===== config.mk =====
export PLATFORM = sky130hd
export DESIGN_NAME = lmfbi_ctrl
export DESIGN_NICKNAME = d
export VERILOG_FILES = /design/src/core/lmfbi_pkg.sv /design/src/core/lmfbi_ctrl.sv /design/src/core/lmfbi_pwm.sv
export SDC_FILE = /design/constraint.sdc
export NUM_CORES = 1
export LEC_CHECK = 0
export ABC_AREA = 1
export BUFFER_PORTS_ARGS = -buffer_cell sky130_fd_sc_hd__buf_2
export CELL_PAD_IN_SITES_DETAIL_PLACEMENT = 1
export CELL_PAD_IN_SITES_GLOBAL_PLACEMENT = 1
export CORE_MARGIN = 5
export CORE_UTILIZATION = 30
export DETAILED_ROUTE_END_ITERATION = 16
export PLACE_DENSITY_LB_ADDON = 0.1
export SYNTH_ARGS = -nofsm -noshare
export SYNTH_HDL_FRONTEND = slang
export SYNTH_SLANG_ARGS = --single-unit

===== constraint.sdc =====
create_clock -name core_clk_in -period 4.62 [get_ports core_clk_in]
set_input_delay 0.924 -clock core_clk_in [delete_from_list [all_inputs] [get_ports core_clk_in]]
set_output_delay 0.924 -clock core_clk_in [all_outputs]
set_load 0.05 [all_outputs]

===== src/core/lmfbi_pkg.sv =====
// shared constants for the led matrix font, blink and intensity control
package lmfbi_pkg;

    // register address codes, read flag in the top address bit
    localparam logic [7:0] LMFBI_ADDR_NOOP      = 8'h00;
    localparam logic [7:0] LMFBI_ADDR_BRIGHT_LO = 8'h01;
    localparam logic [7:0] LMFBI_ADDR_BRIGHT_HI = 8'h02;
    localparam logic [7:0] LMFBI_ADDR_SCAN      = 8'h03;
    localparam logic [7:0] LMFBI_ADDR_CONFIG    = 8'h04;
    localparam logic [7:0] LMFBI_ADDR_FONT      = 8'h05;
    localparam logic [7:0] LMFBI_ADDR_FONT_RD   = 8'h85;
    localparam int         LMFBI_READ_BIT       = 7;

    // font pointer span and character layout
    localparam logic [7:0] LMFBI_PTR_FIRST      = 8'h80;
    localparam logic [7:0] LMFBI_PTR_LAST       = 8'hF7;
    localparam logic [7:0] LMFBI_CHAR_LAST_BASE = 8'hF3;
    localparam int         LMFBI_FONT_DEPTH     = 120;
    localparam int         LMFBI_FONT_WIDTH     = 7;
    localparam int         LMFBI_CHAR_ROWS      = 5;
    localparam int         LMFBI_PTR_MODE_BIT   = 7;

    // configuration and scan register fields
    localparam int         LMFBI_CFG_PHASE_BIT  = 7;
    localparam int         LMFBI_CFG_TSYNC_BIT  = 4;
    localparam int         LMFBI_CFG_FAST_BIT   = 2;
    localparam int         LMFBI_SCAN_BIT       = 0;

    // reset values
    localparam logic [7:0] LMFBI_RST_BRIGHT     = 8'h00;
    localparam logic [7:0] LMFBI_RST_CONFIG     = 8'h00;
    localparam logic       LMFBI_RST_SCAN       = 1'b0;
    localparam logic [7:0] LMFBI_RST_PTR        = 8'h80;

    // serial frame: address byte then data byte
    localparam int         LMFBI_FRAME_BITS     = 16;
    localparam int         LMFBI_ADDR_BITS      = 8;

    // timing in oscillator ticks
    localparam int         LMFBI_OSC_REF_HZ     = 4_000_000;
    localparam int         LMFBI_BLINK_FAST_HZ  = 1;
    localparam int         LMFBI_BLINK_SLOW_DIV = 2;
    localparam int         LMFBI_FAST_HALF      =
        LMFBI_OSC_REF_HZ / (2 * LMFBI_BLINK_FAST_HZ);
    localparam int         LMFBI_SLOW_HALF      =
        LMFBI_FAST_HALF * LMFBI_BLINK_SLOW_DIV;
    localparam int         LMFBI_SCAN_DIV       = 5600;
    localparam int         LMFBI_SCAN_SLOTS     = 2;
    localparam int         LMFBI_PWM_STEPS      = 16;
    localparam int         LMFBI_STEP_TICKS     =
        LMFBI_SCAN_DIV / (LMFBI_SCAN_SLOTS * LMFBI_PWM_STEPS);
    localparam logic [3:0] LMFBI_PWM_MAX_ON     = 4'hF;

endpackage : lmfbi_pkg


===== src/core/lmfbi_ctrl.sv =====
// led matrix control: serial registers, font ram, blink, scan, brightness
//
// Summary of operation
// - blink output high in plane a
// - blink phase readable in configuration bit
// - font read returns entry, then pointer advances
// - font write low byte stores, then advances
// - font write high byte loads pointer
// - pointer increments inside valid span
// - last location wraps pointer to first
// - pointer above span forced to first
// - five locations per user character
// - scan limit selects two or four digits
// - digits driven in pairs per slot
// - one scan bit: pair zero or both
// - four modulators, nibble per digit
// - on time one to fifteen sixteenths
// - no-op register writes ignored
// - blink derived from oscillator ticks
// - scan period 5600 oscillator ticks with both pairs, 2800 with pair zero only
// - font memory 120 entries, 7 bits
// - font pointer never read back
`timescale 1ns/1ps
`default_nettype none
module lmfbi_ctrl
    import lmfbi_pkg::*;
#(
    parameter int FAST_HALF = LMFBI_FAST_HALF,  // fast blink half period
    parameter int SLOW_HALF = LMFBI_SLOW_HALF   // slow blink half period
)
(
    input  wire logic       core_clk_in,               // system clock
    input  wire logic       arst_n_in,                 // async reset, low
    input  wire logic       spi_sclk_in,               // serial clock pin
    input  wire logic       spi_cs_n_in,               // chip select, low
    input  wire logic       spi_din_in,                // serial data in
    input  wire logic       multiplex_clock_input_in,  // oscillator pin
    output logic            spi_dout_out,              // serial data out
    output logic            blink_out,                 // blink phase pin
    output logic [3:0]      digit_enable_out           // digit drives
);

    localparam int BW = $clog2(SLOW_HALF + 1);        // blink counter width
    localparam int SW = $clog2(LMFBI_STEP_TICKS + 1); // step tick width

    // pin synchronisers, stage one feeds stage two only
    logic [3:0] sync1_reg;          // first stage
    logic [3:0] sync2_reg;          // second stage
    logic       sclk_prev_reg;      // previous synced clock
    logic       cs_prev_reg;        // previous synced select
    logic       osc_prev_reg;       // previous synced oscillator

    logic       sclk_s;             // synced serial clock
    logic       cs_n_s;             // synced chip select
    logic       din_s;              // synced data
    logic       osc_s;              // synced oscillator

    // serial shifter state
    logic [4:0]  bit_cnt_reg;       // received bits, saturates
    logic [15:0] rx_reg;            // received frame
    logic [7:0]  tx_reg;            // outgoing read byte

    // register file
    logic [7:0] bright_lo_reg;      // digits 1 and 0 nibbles
    logic [7:0] bright_hi_reg;      // digits 3 and 2 nibbles
    logic       scan_limit_reg;     // pair select
    logic [7:0] config_reg;         // stored configuration bits
    logic [7:0] font_ptr_reg;       // font pointer, write only

    // font memory, no reset, contents undefined at power up
    logic [LMFBI_FONT_WIDTH-1:0] font_mem [LMFBI_FONT_DEPTH];

    // blink and scan timing
    logic [BW-1:0] blink_cnt_reg;   // ticks inside half period
    logic          plane_a_reg;     // true while plane a shows
    logic [SW-1:0] tick_cnt_reg;    // ticks inside one step
    logic [3:0]    step_reg;        // step inside slot
    logic          slot_reg;        // current digit pair
    logic [3:0]    pwm_on;          // modulator outputs

    // decoded events
    logic        sclk_rise;         // serial clock rising
    logic        sclk_fall;         // serial clock falling
    logic        cs_fall;           // frame start
    logic        cs_rise;           // frame end
    logic        osc_tick;          // oscillator rising edge
    logic        frame_done;        // complete frame released
    logic [7:0]  cmd_addr;          // frame address byte
    logic [7:0]  cmd_data;          // frame data byte
    logic        cmd_read;          // frame was a read
    logic        wr_en;             // frame was a write
    logic        font_data_op;      // font read or data write
    logic        font_ptr_load;     // font pointer write
    logic [7:0]  rd_addr;           // address as it completes
    logic [7:0]  rd_data;           // readback byte
    logic [6:0]  font_idx;          // memory index of pointer
    logic [BW-1:0] half_len;        // current half period

    assign sclk_s = sync2_reg[0];
    assign cs_n_s = sync2_reg[1];
    assign din_s  = sync2_reg[2];
    assign osc_s  = sync2_reg[3];

    // advance pointer, wrapping after last location
    function automatic logic [7:0] ptr_advance(input logic [7:0] p);
        if (p == LMFBI_PTR_LAST) begin
            ptr_advance = LMFBI_PTR_FIRST;
        end else begin
            ptr_advance = p + 8'h01;
        end
    endfunction : ptr_advance

    // pointer to memory index; five rows per character keep it linear
    function automatic logic [6:0] ptr_index(input logic [7:0] p);
        logic [7:0] d;
        d = p - LMFBI_PTR_FIRST;
        ptr_index = d[6:0];
    endfunction : ptr_index

    // two flip-flop synchronisers on every pin input
    always_ff @(posedge core_clk_in or negedge arst_n_in) begin
        if (!arst_n_in) begin
            sync1_reg <= 4'h2;
            sync2_reg <= 4'h2;
        end else begin
            sync1_reg <= {multiplex_clock_input_in, spi_din_in,
                          spi_cs_n_in, spi_sclk_in};
            sync2_reg <= sync1_reg;
        end
    end

    // edge history taken from stage two only
    always_ff @(posedge core_clk_in or negedge arst_n_in) begin
        if (!arst_n_in) begin
            sclk_prev_reg <= 1'b0;
            cs_prev_reg   <= 1'b1;
            osc_prev_reg  <= 1'b0;
        end else begin
            sclk_prev_reg <= sclk_s;
            cs_prev_reg   <= cs_n_s;
            osc_prev_reg  <= osc_s;
        end
    end

    assign sclk_rise = sclk_s && !sclk_prev_reg && !cs_n_s;
    assign sclk_fall = !sclk_s && sclk_prev_reg && !cs_n_s;
    assign cs_fall   = !cs_n_s && cs_prev_reg;
    assign cs_rise   = cs_n_s && !cs_prev_reg;
    assign osc_tick  = osc_s && !osc_prev_reg;

    // frames of the wrong length are dropped whole
    assign frame_done = cs_rise &&
                        (bit_cnt_reg == 5'(LMFBI_FRAME_BITS));
    assign cmd_addr   = rx_reg[15:8];
    assign cmd_data   = rx_reg[7:0];
    assign cmd_read   = cmd_addr[LMFBI_READ_BIT];
    assign wr_en      = frame_done && !cmd_read;
    assign font_idx   = ptr_index(font_ptr_reg);

    // font operations resolved from the released frame
    always_comb begin
        font_data_op  = 1'b0;
        font_ptr_load = 1'b0;
        if (frame_done) begin
            if (cmd_addr == LMFBI_ADDR_FONT_RD) begin
                font_data_op = 1'b1;
            end else if (cmd_addr == LMFBI_ADDR_FONT) begin
                font_ptr_load = cmd_data[LMFBI_PTR_MODE_BIT];
                font_data_op  = !cmd_data[LMFBI_PTR_MODE_BIT];
            end
        end
    end

    // bit counter and receive shifter, msb first
    always_ff @(posedge core_clk_in or negedge arst_n_in) begin
        if (!arst_n_in) begin
            bit_cnt_reg <= 5'h00;
            rx_reg      <= 16'h0000;
        end else if (cs_fall) begin
            bit_cnt_reg <= 5'h00;
        end else if (sclk_rise) begin
            rx_reg <= {rx_reg[14:0], din_s};
            // saturate so overlong frames never match
            if (bit_cnt_reg <= 5'(LMFBI_FRAME_BITS)) begin
                bit_cnt_reg <= bit_cnt_reg + 5'h01;
            end
        end
    end

    assign rd_addr = {rx_reg[6:0], din_s};

    // readback mux for the address just completed
    always_comb begin
        rd_data = 8'h00;
        unique case ({1'b0, rd_addr[6:0]})
            LMFBI_ADDR_BRIGHT_LO: rd_data = bright_lo_reg;
            LMFBI_ADDR_BRIGHT_HI: rd_data = bright_hi_reg;
            LMFBI_ADDR_SCAN:      rd_data = {7'h00, scan_limit_reg};
            LMFBI_ADDR_CONFIG:    rd_data = {plane_a_reg,
                                             config_reg[6:0]};
            LMFBI_ADDR_FONT:      rd_data = {1'b0, font_mem[font_idx]};
            default:              rd_data = 8'h00;
        endcase
    end

    // transmit: load after the address byte, shift on falling edges
    always_ff @(posedge core_clk_in or negedge arst_n_in) begin
        if (!arst_n_in) begin
            tx_reg       <= 8'h00;
            spi_dout_out <= 1'b0;
        end else if (cs_n_s) begin
            spi_dout_out <= 1'b0;
        end else if (sclk_rise &&
                     bit_cnt_reg == 5'(LMFBI_ADDR_BITS - 1)) begin
            // only reads answer; writes shift out zeros
            tx_reg <= rx_reg[6] ? rd_data : 8'h00;
        end else if (sclk_fall &&
                     bit_cnt_reg >= 5'(LMFBI_ADDR_BITS)) begin
            spi_dout_out <= tx_reg[7];
            tx_reg       <= {tx_reg[6:0], 1'b0};
        end
    end

    // plain registers, updated at frame release
    always_ff @(posedge core_clk_in or negedge arst_n_in) begin
        if (!arst_n_in) begin
            bright_lo_reg  <= LMFBI_RST_BRIGHT;
            bright_hi_reg  <= LMFBI_RST_BRIGHT;
            scan_limit_reg <= LMFBI_RST_SCAN;
            config_reg     <= LMFBI_RST_CONFIG;
        end else if (wr_en) begin
            unique case (cmd_addr)
                LMFBI_ADDR_BRIGHT_LO: bright_lo_reg <= cmd_data;
                LMFBI_ADDR_BRIGHT_HI: bright_hi_reg <= cmd_data;
                LMFBI_ADDR_SCAN:
                    scan_limit_reg <= cmd_data[LMFBI_SCAN_BIT];
                LMFBI_ADDR_CONFIG:    config_reg    <= cmd_data;
                default: ;
            endcase
        end
    end

    // font pointer update at chip select release
    always_ff @(posedge core_clk_in or negedge arst_n_in) begin
        if (!arst_n_in) begin
            font_ptr_reg <= LMFBI_RST_PTR;
        end else if (font_ptr_load) begin
            if (cmd_data > LMFBI_PTR_LAST) begin
                font_ptr_reg <= LMFBI_PTR_FIRST;
            end else begin
                font_ptr_reg <= cmd_data;
            end
        end else if (font_data_op) begin
            font_ptr_reg <= ptr_advance(font_ptr_reg);
        end
    end

    // font memory write, 7 bits per entry
    always_ff @(posedge core_clk_in) begin
        if (font_data_op && !cmd_read) begin
            font_mem[font_idx] <= cmd_data[LMFBI_FONT_WIDTH-1:0];
        end
    end

    assign half_len = config_reg[LMFBI_CFG_FAST_BIT] ?
                      BW'(FAST_HALF) : BW'(SLOW_HALF);

    // blink phase counter on oscillator ticks
    always_ff @(posedge core_clk_in or negedge arst_n_in) begin
        if (!arst_n_in) begin
            blink_cnt_reg <= '0;
            plane_a_reg   <= 1'b1;
        end else if (wr_en && cmd_addr == LMFBI_ADDR_CONFIG &&
                     cmd_data[LMFBI_CFG_TSYNC_BIT]) begin
            // sync request restarts in plane a
            blink_cnt_reg <= '0;
            plane_a_reg   <= 1'b1;
        end else if (osc_tick) begin
            if (blink_cnt_reg >= half_len - BW'(1)) begin
                blink_cnt_reg <= '0;
                plane_a_reg   <= !plane_a_reg;
            end else begin
                blink_cnt_reg <= blink_cnt_reg + BW'(1);
            end
        end
    end

    // blink pin follows plane
    always_ff @(posedge core_clk_in or negedge arst_n_in) begin
        if (!arst_n_in) begin
            blink_out <= 1'b1;
        end else begin
            blink_out <= plane_a_reg;
        end
    end

    // scan timebase: ticks, sixteen steps, two slots
    always_ff @(posedge core_clk_in or negedge arst_n_in) begin
        if (!arst_n_in) begin
            tick_cnt_reg <= '0;
            step_reg     <= 4'h0;
            slot_reg     <= 1'b0;
        end else if (osc_tick) begin
            if (tick_cnt_reg == SW'(LMFBI_STEP_TICKS - 1)) begin
                tick_cnt_reg <= '0;
                step_reg     <= step_reg + 4'h1;
                if (step_reg == 4'hF) begin
                    slot_reg <= scan_limit_reg ? !slot_reg : 1'b0;
                end
            end else begin
                tick_cnt_reg <= tick_cnt_reg + SW'(1);
            end
        end
    end

    genvar g;
    generate
        for (g = 0; g < 4; g++) begin : g_digit
            lmfbi_pwm u_pwm (
                .core_clk_in   (core_clk_in),
                .arst_n_in     (arst_n_in),
                .level_in      (g < 2 ?
                                bright_lo_reg[4*(g%2) +: 4] :
                                bright_hi_reg[4*(g%2) +: 4]),
                .step_in       (step_reg),
                .slot_match_in (slot_reg == 1'(g / 2)),
                .on_out        (pwm_on[g])
            );
        end
    endgenerate

    // digit drives re-timed to the pins
    always_ff @(posedge core_clk_in or negedge arst_n_in) begin
        if (!arst_n_in) begin
            digit_enable_out <= 4'h0;
        end else begin
            digit_enable_out <= pwm_on;
        end
    end

endmodule : lmfbi_ctrl
`default_nettype wire


===== src/core/lmfbi_pwm.sv =====
// one digit brightness modulator over sixteen slot steps
`timescale 1ns/1ps
`default_nettype none
module lmfbi_pwm
    import lmfbi_pkg::*;
(
    input  wire logic       core_clk_in,    // system clock
    input  wire logic       arst_n_in,      // async reset, low
    input  wire logic [3:0] level_in,       // brightness nibble
    input  wire logic [3:0] step_in,        // step inside slot
    input  wire logic       slot_match_in,  // this digit's slot
    output logic            on_out          // digit drive, registered
);

    logic [3:0] on_steps;   // steps the digit is lit

    always_comb begin
        if (level_in == LMFBI_PWM_MAX_ON) begin
            // top code saturates, keeps interdigit blanking
            on_steps = LMFBI_PWM_MAX_ON;
        end else begin
            on_steps = level_in + 4'h1;
        end
    end

    // lit during the first on_steps steps of its slot
    always_ff @(posedge core_clk_in or negedge arst_n_in) begin
        if (!arst_n_in) begin
            on_out <= 1'b0;
        end else begin
            on_out <= slot_match_in && (step_in < on_steps);
        end
    end

endmodule : lmfbi_pwm
`default_nettype wire


Yosys cells after proc, flatten, opt, wreduce, memory -nomap -nowiden
Memory sizes are Yosys's and may differ from the RTL's.
Cells that the tools add are included.
- input bits: 6
- memories kept: 1
- register bits: 118
- memory bits (writable): 840
- word-level logic and storage cells: 149
- order comparisons: 8
- reductions and logical operators: 45
- eq/ne operators: 21
- bitwise operators: 3
- add/sub/neg operators: 11
- multiplexer cells: 35
- memory list (memory ; words ; bits a word ; read ports ; clocked after Yosys merged registers in ; write ports ; line ; source):
    font_mem ; 120 ; 7 ; 1 ; 0 ; 1 ; lmfbi_ctrl.sv:71 ; logic [LMFBI_FONT_WIDTH-1:0] font_mem [LMFBI_FONT_DEPTH];
- operators by type and width (operator ; number):
    two-way mux 22 bit ; 4
    two-way mux 8 bit ; 8
    case mux 8 bit (5 select lines) ; 1
    == test 8 bit, second input constant ; 3
    adder 22 x 1 -> 22 bit, second input constant ; 1
    greater-or-equal comparator 22 bit ; 1
    subtractor 22 x 1 -> 22 bit, second input constant ; 1
    adder 4 x 1 -> 4 bit, second input constant ; 5
    == test 4 bit, second input constant ; 5
    AND reduction 2 bit ; 10
    logical AND 1 bit ; 18
    adder 8 x 1 -> 8 bit, second input constant ; 2
    == test 8 x 2 -> 1 bit, second input constant ; 2
    == test 8 x 3 -> 1 bit, second input constant ; 2
    less-than comparator 4 bit ; 4
    two-way mux 4 bit ; 4
    two-way mux 1 bit ; 15
    two-way mux 5 bit ; 3
    == test 7 x 2 -> 1 bit, second input constant ; 2
    == test 7 x 3 -> 1 bit, second input constant ; 2
    nonzero test 2 bit ; 7
    zero test 1 bit ; 9
    == test 8 x 1 -> 1 bit, second input constant ; 1
    > comparator 8 bit, second input constant ; 1
    other kinds (10) ; 12

Logic depth before layout (Yosys ltp)
Gate-level depths: netlist (run 1).
- word-level depth: 8
- gate-level depth with buffers: 20
- gate-level depth less buffers: 17

By module
A second synthesis (run 1) with hierarchy kept.
- cell total of the unflattened synthesis: 4161
- area total of the unflattened synthesis: 42126.7 um2
- by module, submodules not included (module ; cells an instance ; area an instance (um2) ; instances):
    lmfbi_ctrl ; 4047 ; 41382.2 ; 1
    lmfbi_pwm (g_digit[0].u_pwm ...) ; 29 ; 186.4 ; 3
    lmfbi_pwm (g_digit[3].u_pwm) ; 27 ; 185.2 ; 1

Worst setup path after synthesis (run 1)
OpenSTA, ideal clock, no wires.
- path kind: reg-to-reg
- start: reg rx_reg[1]
- end: reg tx_reg[1]
- data arrival time: 3.244 ns
- setup slack: 1.311 ns
- stages on the path, launching flop included: 9
- clock period less this slack: 3.309 ns
- path buffers: 0
- cells stage by stage: dfrtp_1 nand2_1 nor4_2 nor2_1 a311oi_4 nand2_1 nand2_1 nand2_1 nand2_1
- longest elaborated chain between the ends: 4
- elaborated cells on any way between the ends: 8
- RTL lines (item ; line ; source):
    start: declaration ; lmfbi_ctrl.sv:60 ; logic [15:0] rx_reg;
    start signal: assignment ; lmfbi_ctrl.sv:182 ; rx_reg <= {rx_reg[14:0], din_s};
    == test 7 x 3 -> 1 bit (tied with other cells) ; lmfbi_ctrl.sv:195 ; unique case ({1'b0, rd_addr[6:0]})
    case mux 8 bit (5 select lines) (*) ; lmfbi_ctrl.sv:195 ;
    two-way mux 8 bit (*) ; lmfbi_ctrl.sv:216 ; tx_reg <= rx_reg[6] ? rd_data : 8'h00;
    two-way mux 8 bit (*) ; lmfbi_ctrl.sv:213 ; end else if (sclk_rise &&
    end signal: assignment ; lmfbi_ctrl.sv:216 ;
    end signal: assignment ; lmfbi_ctrl.sv:220 ; tx_reg <= {tx_reg[6:0], 1'b0};
    end: declaration ; lmfbi_ctrl.sv:61 ; logic [7:0] tx_reg;
Mark *: on every way between the ends. The rest lies on a longest branch, timed or not.
A chain may end at the register's enable or synchronous reset.

Worst setup path after layout (run 1)
- start: reg font_ptr_reg[0]
- end: reg tx_reg[4]
- longest elaborated chain between the ends: 5
- RTL lines (item ; line ; source):
    start: declaration ; lmfbi_ctrl.sv:68 ; logic [7:0] font_ptr_reg;
    start signal: assignment ; lmfbi_ctrl.sv:251 ; font_ptr_reg <= cmd_data;
    start signal: assignment ; lmfbi_ctrl.sv:254 ; font_ptr_reg <= ptr_advance(font_ptr_reg);
    subtractor 7 x 1 -> 7 bit ; lmfbi_ctrl.sv:116 ; d = p - LMFBI_PTR_FIRST;
    memory (120 x 7 bit) ; -- ;
    case mux 8 bit (5 select lines) ; lmfbi_ctrl.sv:195 ;
    two-way mux 8 bit ; lmfbi_ctrl.sv:216 ;
    two-way mux 8 bit ; lmfbi_ctrl.sv:213 ;
No other way between the ends.

==> results of run 1 <==
-- Yosys cell counts, types with 6 or more instances --
cell type  instances
dfstp_2            6
or2_0              7
inv_1            571
o22ai_1            7
nand3_1          354
nor3_1            18
inv_2             14
o21ai_0          117
nand2_1         1117
dfrtp_1          112
nand4_1           21
buf_2             89
nor4_1             6
buf_4             23
nor2_1           500
clkbuf_1          24
a21oi_1           54
or2_1             18
xor2_1            22
nor2_2             6
edfxtp_1         840
o21ai_1           39
o211ai_1          14
ha_1              30
or2_2             43
buf_6             22
buf_1              8
a221oi_1           6
-- metrics by stage --
| stage | hold WS (ns) | total power [mW] | std cells | utilization, % |
|---|---|---|---|---|
| finish | 0.250 | 19.5 | 6176 | 34.6 |
| global route | 0.246 | 20.2 | 6174 | 34.6 |
| CTS | 0.199 | 19.8 | 6174 | 34.6 |
| detailed placement | 0.336 | 10.9 | 5964 | 32.0 |
| global placement | 0.333 | 10.8 | 5964 | 32.0 |
| floorplan | 0.331 | 10.4 | 4140 | - |
-- power groups by stage --
stage / registers [mW] / clock network [mW] / logic, mW
after global routing: 9.93 / 9.47 / 0.809
after global placement: 10.1 / 0 / 0.750
after CTS: 9.92 / 9.09 / 0.762
after floorplan: 10.2 / 0 / 0.159
final: 9.92 / 8.82 / 0.724
after detailed placement: 10.1 / 0 / 0.760
-- final timing paths --
kind | cells past startpoint | endpoint | from
worst min-delay path | 1 | blink_cnt_reg[13] | arst_n_in
max in group asynchronous | 2 | rx_reg[2] | arst_n_in
min in group core_clk_in | 1 | sync1_reg[2] | spi_din_in
worst min register to register | 0 | sync2_reg[0] | sync1_reg[0]
worst max-delay path | 18 | tx_reg[4] | font_ptr_reg[0]
worst max register to register | 18 | tx_reg[4] | font_ptr_reg[0]
-- critical path, cell delays in order, from the launching register on --
cell      delay, ns
dfrtp_4        0.66
clkinv_8       0.26
buf_12         0.28
buf_12         0.30
nand2_1        0.11
nand3_1        0.14
nand2_1        0.11
nor2_1         0.29
nor2_1         0.08
nor2_1         0.29
nand2_1        0.11
nand2_1        0.07
nand2_1        0.05
o21ai_1        0.13
nand2_1        0.06
nand2_1        0.08
nand2_1        0.06
nand2_1        0.06
nand2_1        0.07
-- layer usage --
layer | vias up | wire [um] | track usage, %
met5 | - | 0 | 0
met4 | 0 | 2570 | 4.41
met3 | 139 | 4180 | 2.27
met2 | 392 | 62300 | 29.4
met1 | 14213 | 65100 | 25.7
li1 | 13626 | - | -
-- final cells by class --
type	instances	area [um2]
Timing Repair Buffer	116	987
Antenna cell	2	5.00
Sequential cell	958	28200
Multi-Input combinational cell	2427	10900
Tap cell	1876	2350
Clock buffer	158	3110
Inverter	587	2220
Clock inverter	52	494
Fill cell	15573	91400
-- cell families after synthesis --
group | after synthesis | share of synthesized area, %
DFF | 958 | 66.7
muxes | 2 | 0.0533
xor gates and xnor gates | 27 | 0.560
adders and majority gates | 30 | 0.888
AOI/OAI and AO/OA | 261 | 3.47
and+or+nand+nor | 2107 | 20.7
buffers and inverters | 755 | 7.58
==> run_results.csv, run 1 <==
group,metric,value,unit
placed_design,dpl_cell_area,44700,um2
placed_design,post-place-ws,1.18,ns
power,p_int,15.0,mW
grt,overflow,0,
grt,grtUsageTotal,18.0,%
sta,worst_pin_slew,1.09,ns
power,switching_power,4.48,mW
logic_synthesis,synth_seq_cells,958,
outcome,status,"finished clean",
die,initial_core_util,30.2,%
finish,largest_reg_flops,840,
logic_synthesis,async_flop_share,12.3,%
detailed_routing,drc,0,
setup_path,start_kind,"register",
sta,relSlewSlack,27.4,%
sta,timing.final.crit_share,74.2,%
clock_tree,cts_made_buffers,115,
logic_synthesis,synth_area_leaders,"edfxtp_1, nand2_1, dfrtp_1",
finish,finalInstanceArea,48300,um2
die,die_h,385,um
sta,finalCriticalPeriod,3.43,ns
sta,finalSetupTns,0,ns
setup_path,endpoint_kind,"register",
power,power.share.combinational,3.7,%
die,rows,137,
power,switching_share,23.0,%
finish,layout.nets,4241,
logic_synthesis,netlist_area,42200,um2
die,pin_count,12,
clock_tree,clock_path_buffers,3,
sta,final.setup.worst_slack,1.19,ns
logic_synthesis,syn_inst,4140,
logic_synthesis,yosys_warnings,0,
detailed_routing,vias,28370,
logic_synthesis,synth_edf_count,840,
job,maxCapViolCount,0,
logic_synthesis,synth_top_area_share,59.7,%
power,ir_worst_vdd,0.287,mV
sta,setup_viol,0,
grt,grt_pass1_vias,29024,
clock_tree,path_clk_slew,0.06,ns
sta,drv_slew,0,
setup_path,worstPathRequired,5.24,ns
clock_tree,postCtsResizedCells,0,
clock_tree,cts.sinks,958,
logic_synthesis,ys_seq_area_share,66.7,%
power,clock_power_share,45.3,%
detailed_routing,drt-initial-drc-count,1785,
die,core_region_area,140000,um2
sta,rsz0062_at_grt,"false",
setup_path,crit_fanout,59,
grt,antenna_found_initial,1,
sta,skew,0.0328,ns
finish,layout_commonest_cell,"nand2_1",
power,seqPwrFrac,51.0,%
logic_synthesis,synth_top_cell_by_area,"edfxtp_1",
sta,hold_viol_final,0,
hold_path,hp-class,"input pin to asynchronous set/reset pin",
clock_tree,cts_setup_buffers,0,
detailed_routing,wl_per_cell,21.7,um
clock_tree,cts_root_buf,"clkbuf_16",
logic_synthesis,synthFlopType,"edfxtp_1",
clock_tree,cts_max_level,3,
clock_tree,postCtsHoldBufs,0,
finish,layout_common_cells,"nand2_1, edfxtp_1, inv_1",
clock_tree,cts_tree,"built",
setup_path,r2r_slack,1.19,ns
power,powerDensity,403,nW/um2
setup_path,setup.worst_path.class,"register to register",
detailed_routing,vias_per_cell,4.59,
setup_path,critical_path_arrival,4.04,ns
logic_synthesis,synth_fp_nets,4176,
logic_synthesis,synthDistinctLibCells,55,
finish,syn_to_final_growth,14.3,%
grt,grt_max_degree,127,
die,die_area,148000,um2
detailed_routing,routed_wl,134000,um
placed_design,routabilityCongestion,0.774,
logic_synthesis,synth.avg_cell_area,10.2,um2
die,die-width,385,um
sta,clock.fmax,292,MHz
grt,grt_pass1_wl,198000,um
clock_tree,clkLatencyLatePin,0.74,ns
power,leakage,19.7,nW
finish,layout-drive-gt1-share,8.68,%
detailed_routing,antenna_left,0,
detailed_routing,drtPass1Iterations,5,
placed_design,io_buffers,11,
placed_design,hpwl,82800,um
No activity file was read; power rests on OpenSTA's default activity.
==> run 2, diff against run 1 <==
ABC_AREA = 0   (was 1)
clock period = 3.3 ns   (was 4.62 ns; I/O delays follow)
==> run 2 against run 1 <==
Compared with the run above:
- sequential power increased by 44%
- global-route usage is 1.6 points lower
- fmax increased by 11%
- largest cell class unchanged
- largest power group unchanged
==> run_results.csv, run 2 <==
group,metric,value,unit
outcome,status,"finished clean",
placed_design,dpl_cell_area,42800,um2
detailed_routing,drc,0,
sta,finalCriticalPeriod,3.09,ns
clock_tree,clkLatencyLatePin,0.70,ns
sta,worst_pin_slew,1.02,ns
detailed_routing,drt-initial-drc-count,1559,
logic_synthesis,ys_top_cells_by_count,"edfxtp_1, nor2_1, mux4_2, mux2i_1, dfrtp_1",
grt,grt_pass1_wl,164000,um
finish,regArea,28200,um2
grt,grt_pass1_vias,22944,
logic_synthesis,netlist_area,38800,um2
logic_synthesis,synth_edf_count,840,
power,powerDensity,580,nW/um2
logic_synthesis,ys_seq_area_share,72.6,%
logic_synthesis,synth_fp_nets,2238,
clock_tree,cts_made_buffers,106,
setup_path,crit_slowest_cell,"dfrtp_1",
sta,timing.final.crit_share,93.8,%
power,ir_worst_vdd,0.342,mV
sta,relSlewSlack,32.3,%
placed_design,hpwl,73200,um
die,die_h,370,um
grt,grtUsageTotal,16.4,%
detailed_routing,wl_per_cell,26.2,um
logic_synthesis,synth_top_cell_by_area,"edfxtp_1",
placed_design,dp.cells,4111,
finish,final_cell_count_no_fill,4308,
logic_synthesis,synthFlopType,"edfxtp_1",
clock_tree,cts.sinks,958,
setup_path,start_kind,"register",
detailed_routing,routed_wl,113000,um
job,maxCapViolCount,0,
clock_tree,path_clk_slew,0.06,ns
die,die_area,137000,um2
sta,skew,0.0202,ns
setup_path,endpoint_kind,"register",
sta,final.setup.worst_slack,0.206,ns
clock_tree,cts_root_buf,"clkbuf_16",
clock_tree,clock_path_buffers,3,
grt,overflow,0,
placed_design,post-place-ws,0.158,ns
logic_synthesis,synthDistinctLibCells,72,
sta,clock.fmax,323,MHz
finish,n_fill_cell,12832,
die,core_region_area,129000,um2
logic_synthesis,synth_top_area_share,65.0,%
finish,multi_input_area,10100,um2
finish,largest_reg_flops,840,
die,rows,132,
detailed_routing,drtPass1Iterations,5,
die,die-width,370,um
setup_path,critical_path_arrival,3.48,ns
hold_path,hp-class,"input pin to register",
clock_tree,cts_max_level,3,
detailed_routing,antenna_left,0,
logic_synthesis,yosys_warnings,0,
setup_path,cpPeakStageDelay,0.42,ns
grt,grt_max_degree,82,
finish,syn_to_final_growth,18.8,%
setup_path,worstPathRequired,3.69,ns
detailed_routing,vias,21161,
placed_design,routabilityCongestion,0.771,
power,leakage,15.8,nW
setup_path,setup.worst_path.class,"register to register",
logic_synthesis,yosysMostFrequentCell,"edfxtp_1",
die,initial_core_util,30.1,%
placed_design,io_buffers,11,
sta,drv_slew,0,
logic_synthesis,synth_seq_cells,958,
logic_synthesis,synth.avg_cell_area,17.6,um2
grt,antenna_found_initial,2,
setup_path,crit_fanout,8,
clock_tree,cts_setup_buffers,0,
die,pin_count,12,
finish,layout_common_cells,"edfxtp_1, buf_4, nor2_1",
logic_synthesis,syn_inst,2202,
finish,finalInstanceArea,46100,um2
finish,layout.nets,2516,
sta,rsz0062_at_grt,"false",
setup_path,cp_common_cell,"buf_4",
sta,setup_viol,0,
finish,antenna_cells,0,
setup_path,path_cells,"inv_1, ha_1, or3b_4, nor4bb_1, nand2_1, nor2_2, nand3_1, buf_4, nor2_1, buf_4",
logic_synthesis,synth_area_leaders,"edfxtp_1, mux4_2, dfrtp_1",
sta,hold_viol_final,0,
detailed_routing,vias_per_cell,4.91,
finish,layout_commonest_cell,"edfxtp_1",
sta,finalSetupTns,0,ns
sta,timing.hold.ws,0.0715,ns
finish,layout-drive-gt1-share,26.4,%
logic_synthesis,async_flop_share,12.3,%
clock_tree,cts_tree,"built",
==> run 2: cell families after synthesis <==
family                   after synthesis  synth area share [%]
AO/OA/AOI/OAI                        274                  4.62
AND/OR/NAND/NOR                      438                  5.36
multiplexers                         345                  14.4
flip-flops                           958                  72.6
adder cells (fa/ha/maj)               30                 0.967
buffers and inverters                134                  1.51
XOR/XNOR                              23                 0.519
==> run 2: metal layers <==
metal / track usage [%] / wire (um) / vias up
li1: - / - / 9347
met1: 22.6 / 51100 / 11261
met2: 27.2 / 54500 / 416
met3: 2.58 / 4690 / 137
met4: 4.41 / 2420 / 0
met5: 0 / 0 / -
==> run 2: report_power, final <==
group | switching [mW] | internal, mW
Sequential | 0.218 | 14.0
Clock | 4.79 | 6.44
Combinational | 1.11 | 0.167
==> run 2: critical path: cells and delay by family (launching register included) <==
kind | cells | cell delay [ns]
and+or+nand+nor | 6 | 1.70
buffers and inverters | 3 | 0.53
DFF | 1 | 0.42
adders and majority gates | 1 | 0.13
==> run 2: area by class of cell <==
class / count / area share (%)
tap: 1742 / 4.73
sequential: 958 / 61.2
timing repair buffer: 289 / 5.08
multi-input combinational: 1110 / 21.8
clock inverter: 59 / 0.969
clock buffer: 135 / 6.08
inverter: 15 / 0.128
==> run 2: what timing repair did <==
| item | 4_1_cts | 5_1_grt |
|---|---|---|
| gates resized for setup | 0 | 2 |
| endpoints found under the setup margin | 0 | 325 |
| hold endpoints to repair | 56 | 0 |
| hold buffers | 3 | 0 |
==> run 2: final timing paths <==
path	from	end	slack, ns	depth (start not counted)
max	bit_cnt_reg[0]	font_mem[6][0]	0.21	10
min	spi_sclk_in	sync1_reg[0]	0.07	1
max reg2reg	bit_cnt_reg[0]	font_mem[6][0]	0.21	10
min reg2reg	g_digit[3].u_pwm.on_out	digit_enable_out[3]	0.35	0
max in group asynchronous	arst_n_in	sync2_reg[1]	1.91	3
min in group asynchronous	arst_n_in	osc_prev_reg	0.52	2
==> run 2: through the flow <==
stage / utilization (%) / total power, mW
after floorplan: - / 15.0
after detailed placement: 33.2 / 15.8
final: 35.7 / 26.8
after CTS: 35.7 / 27.2
after global routing: 35.7 / 27.8
after global placement: 33.2 / 15.8
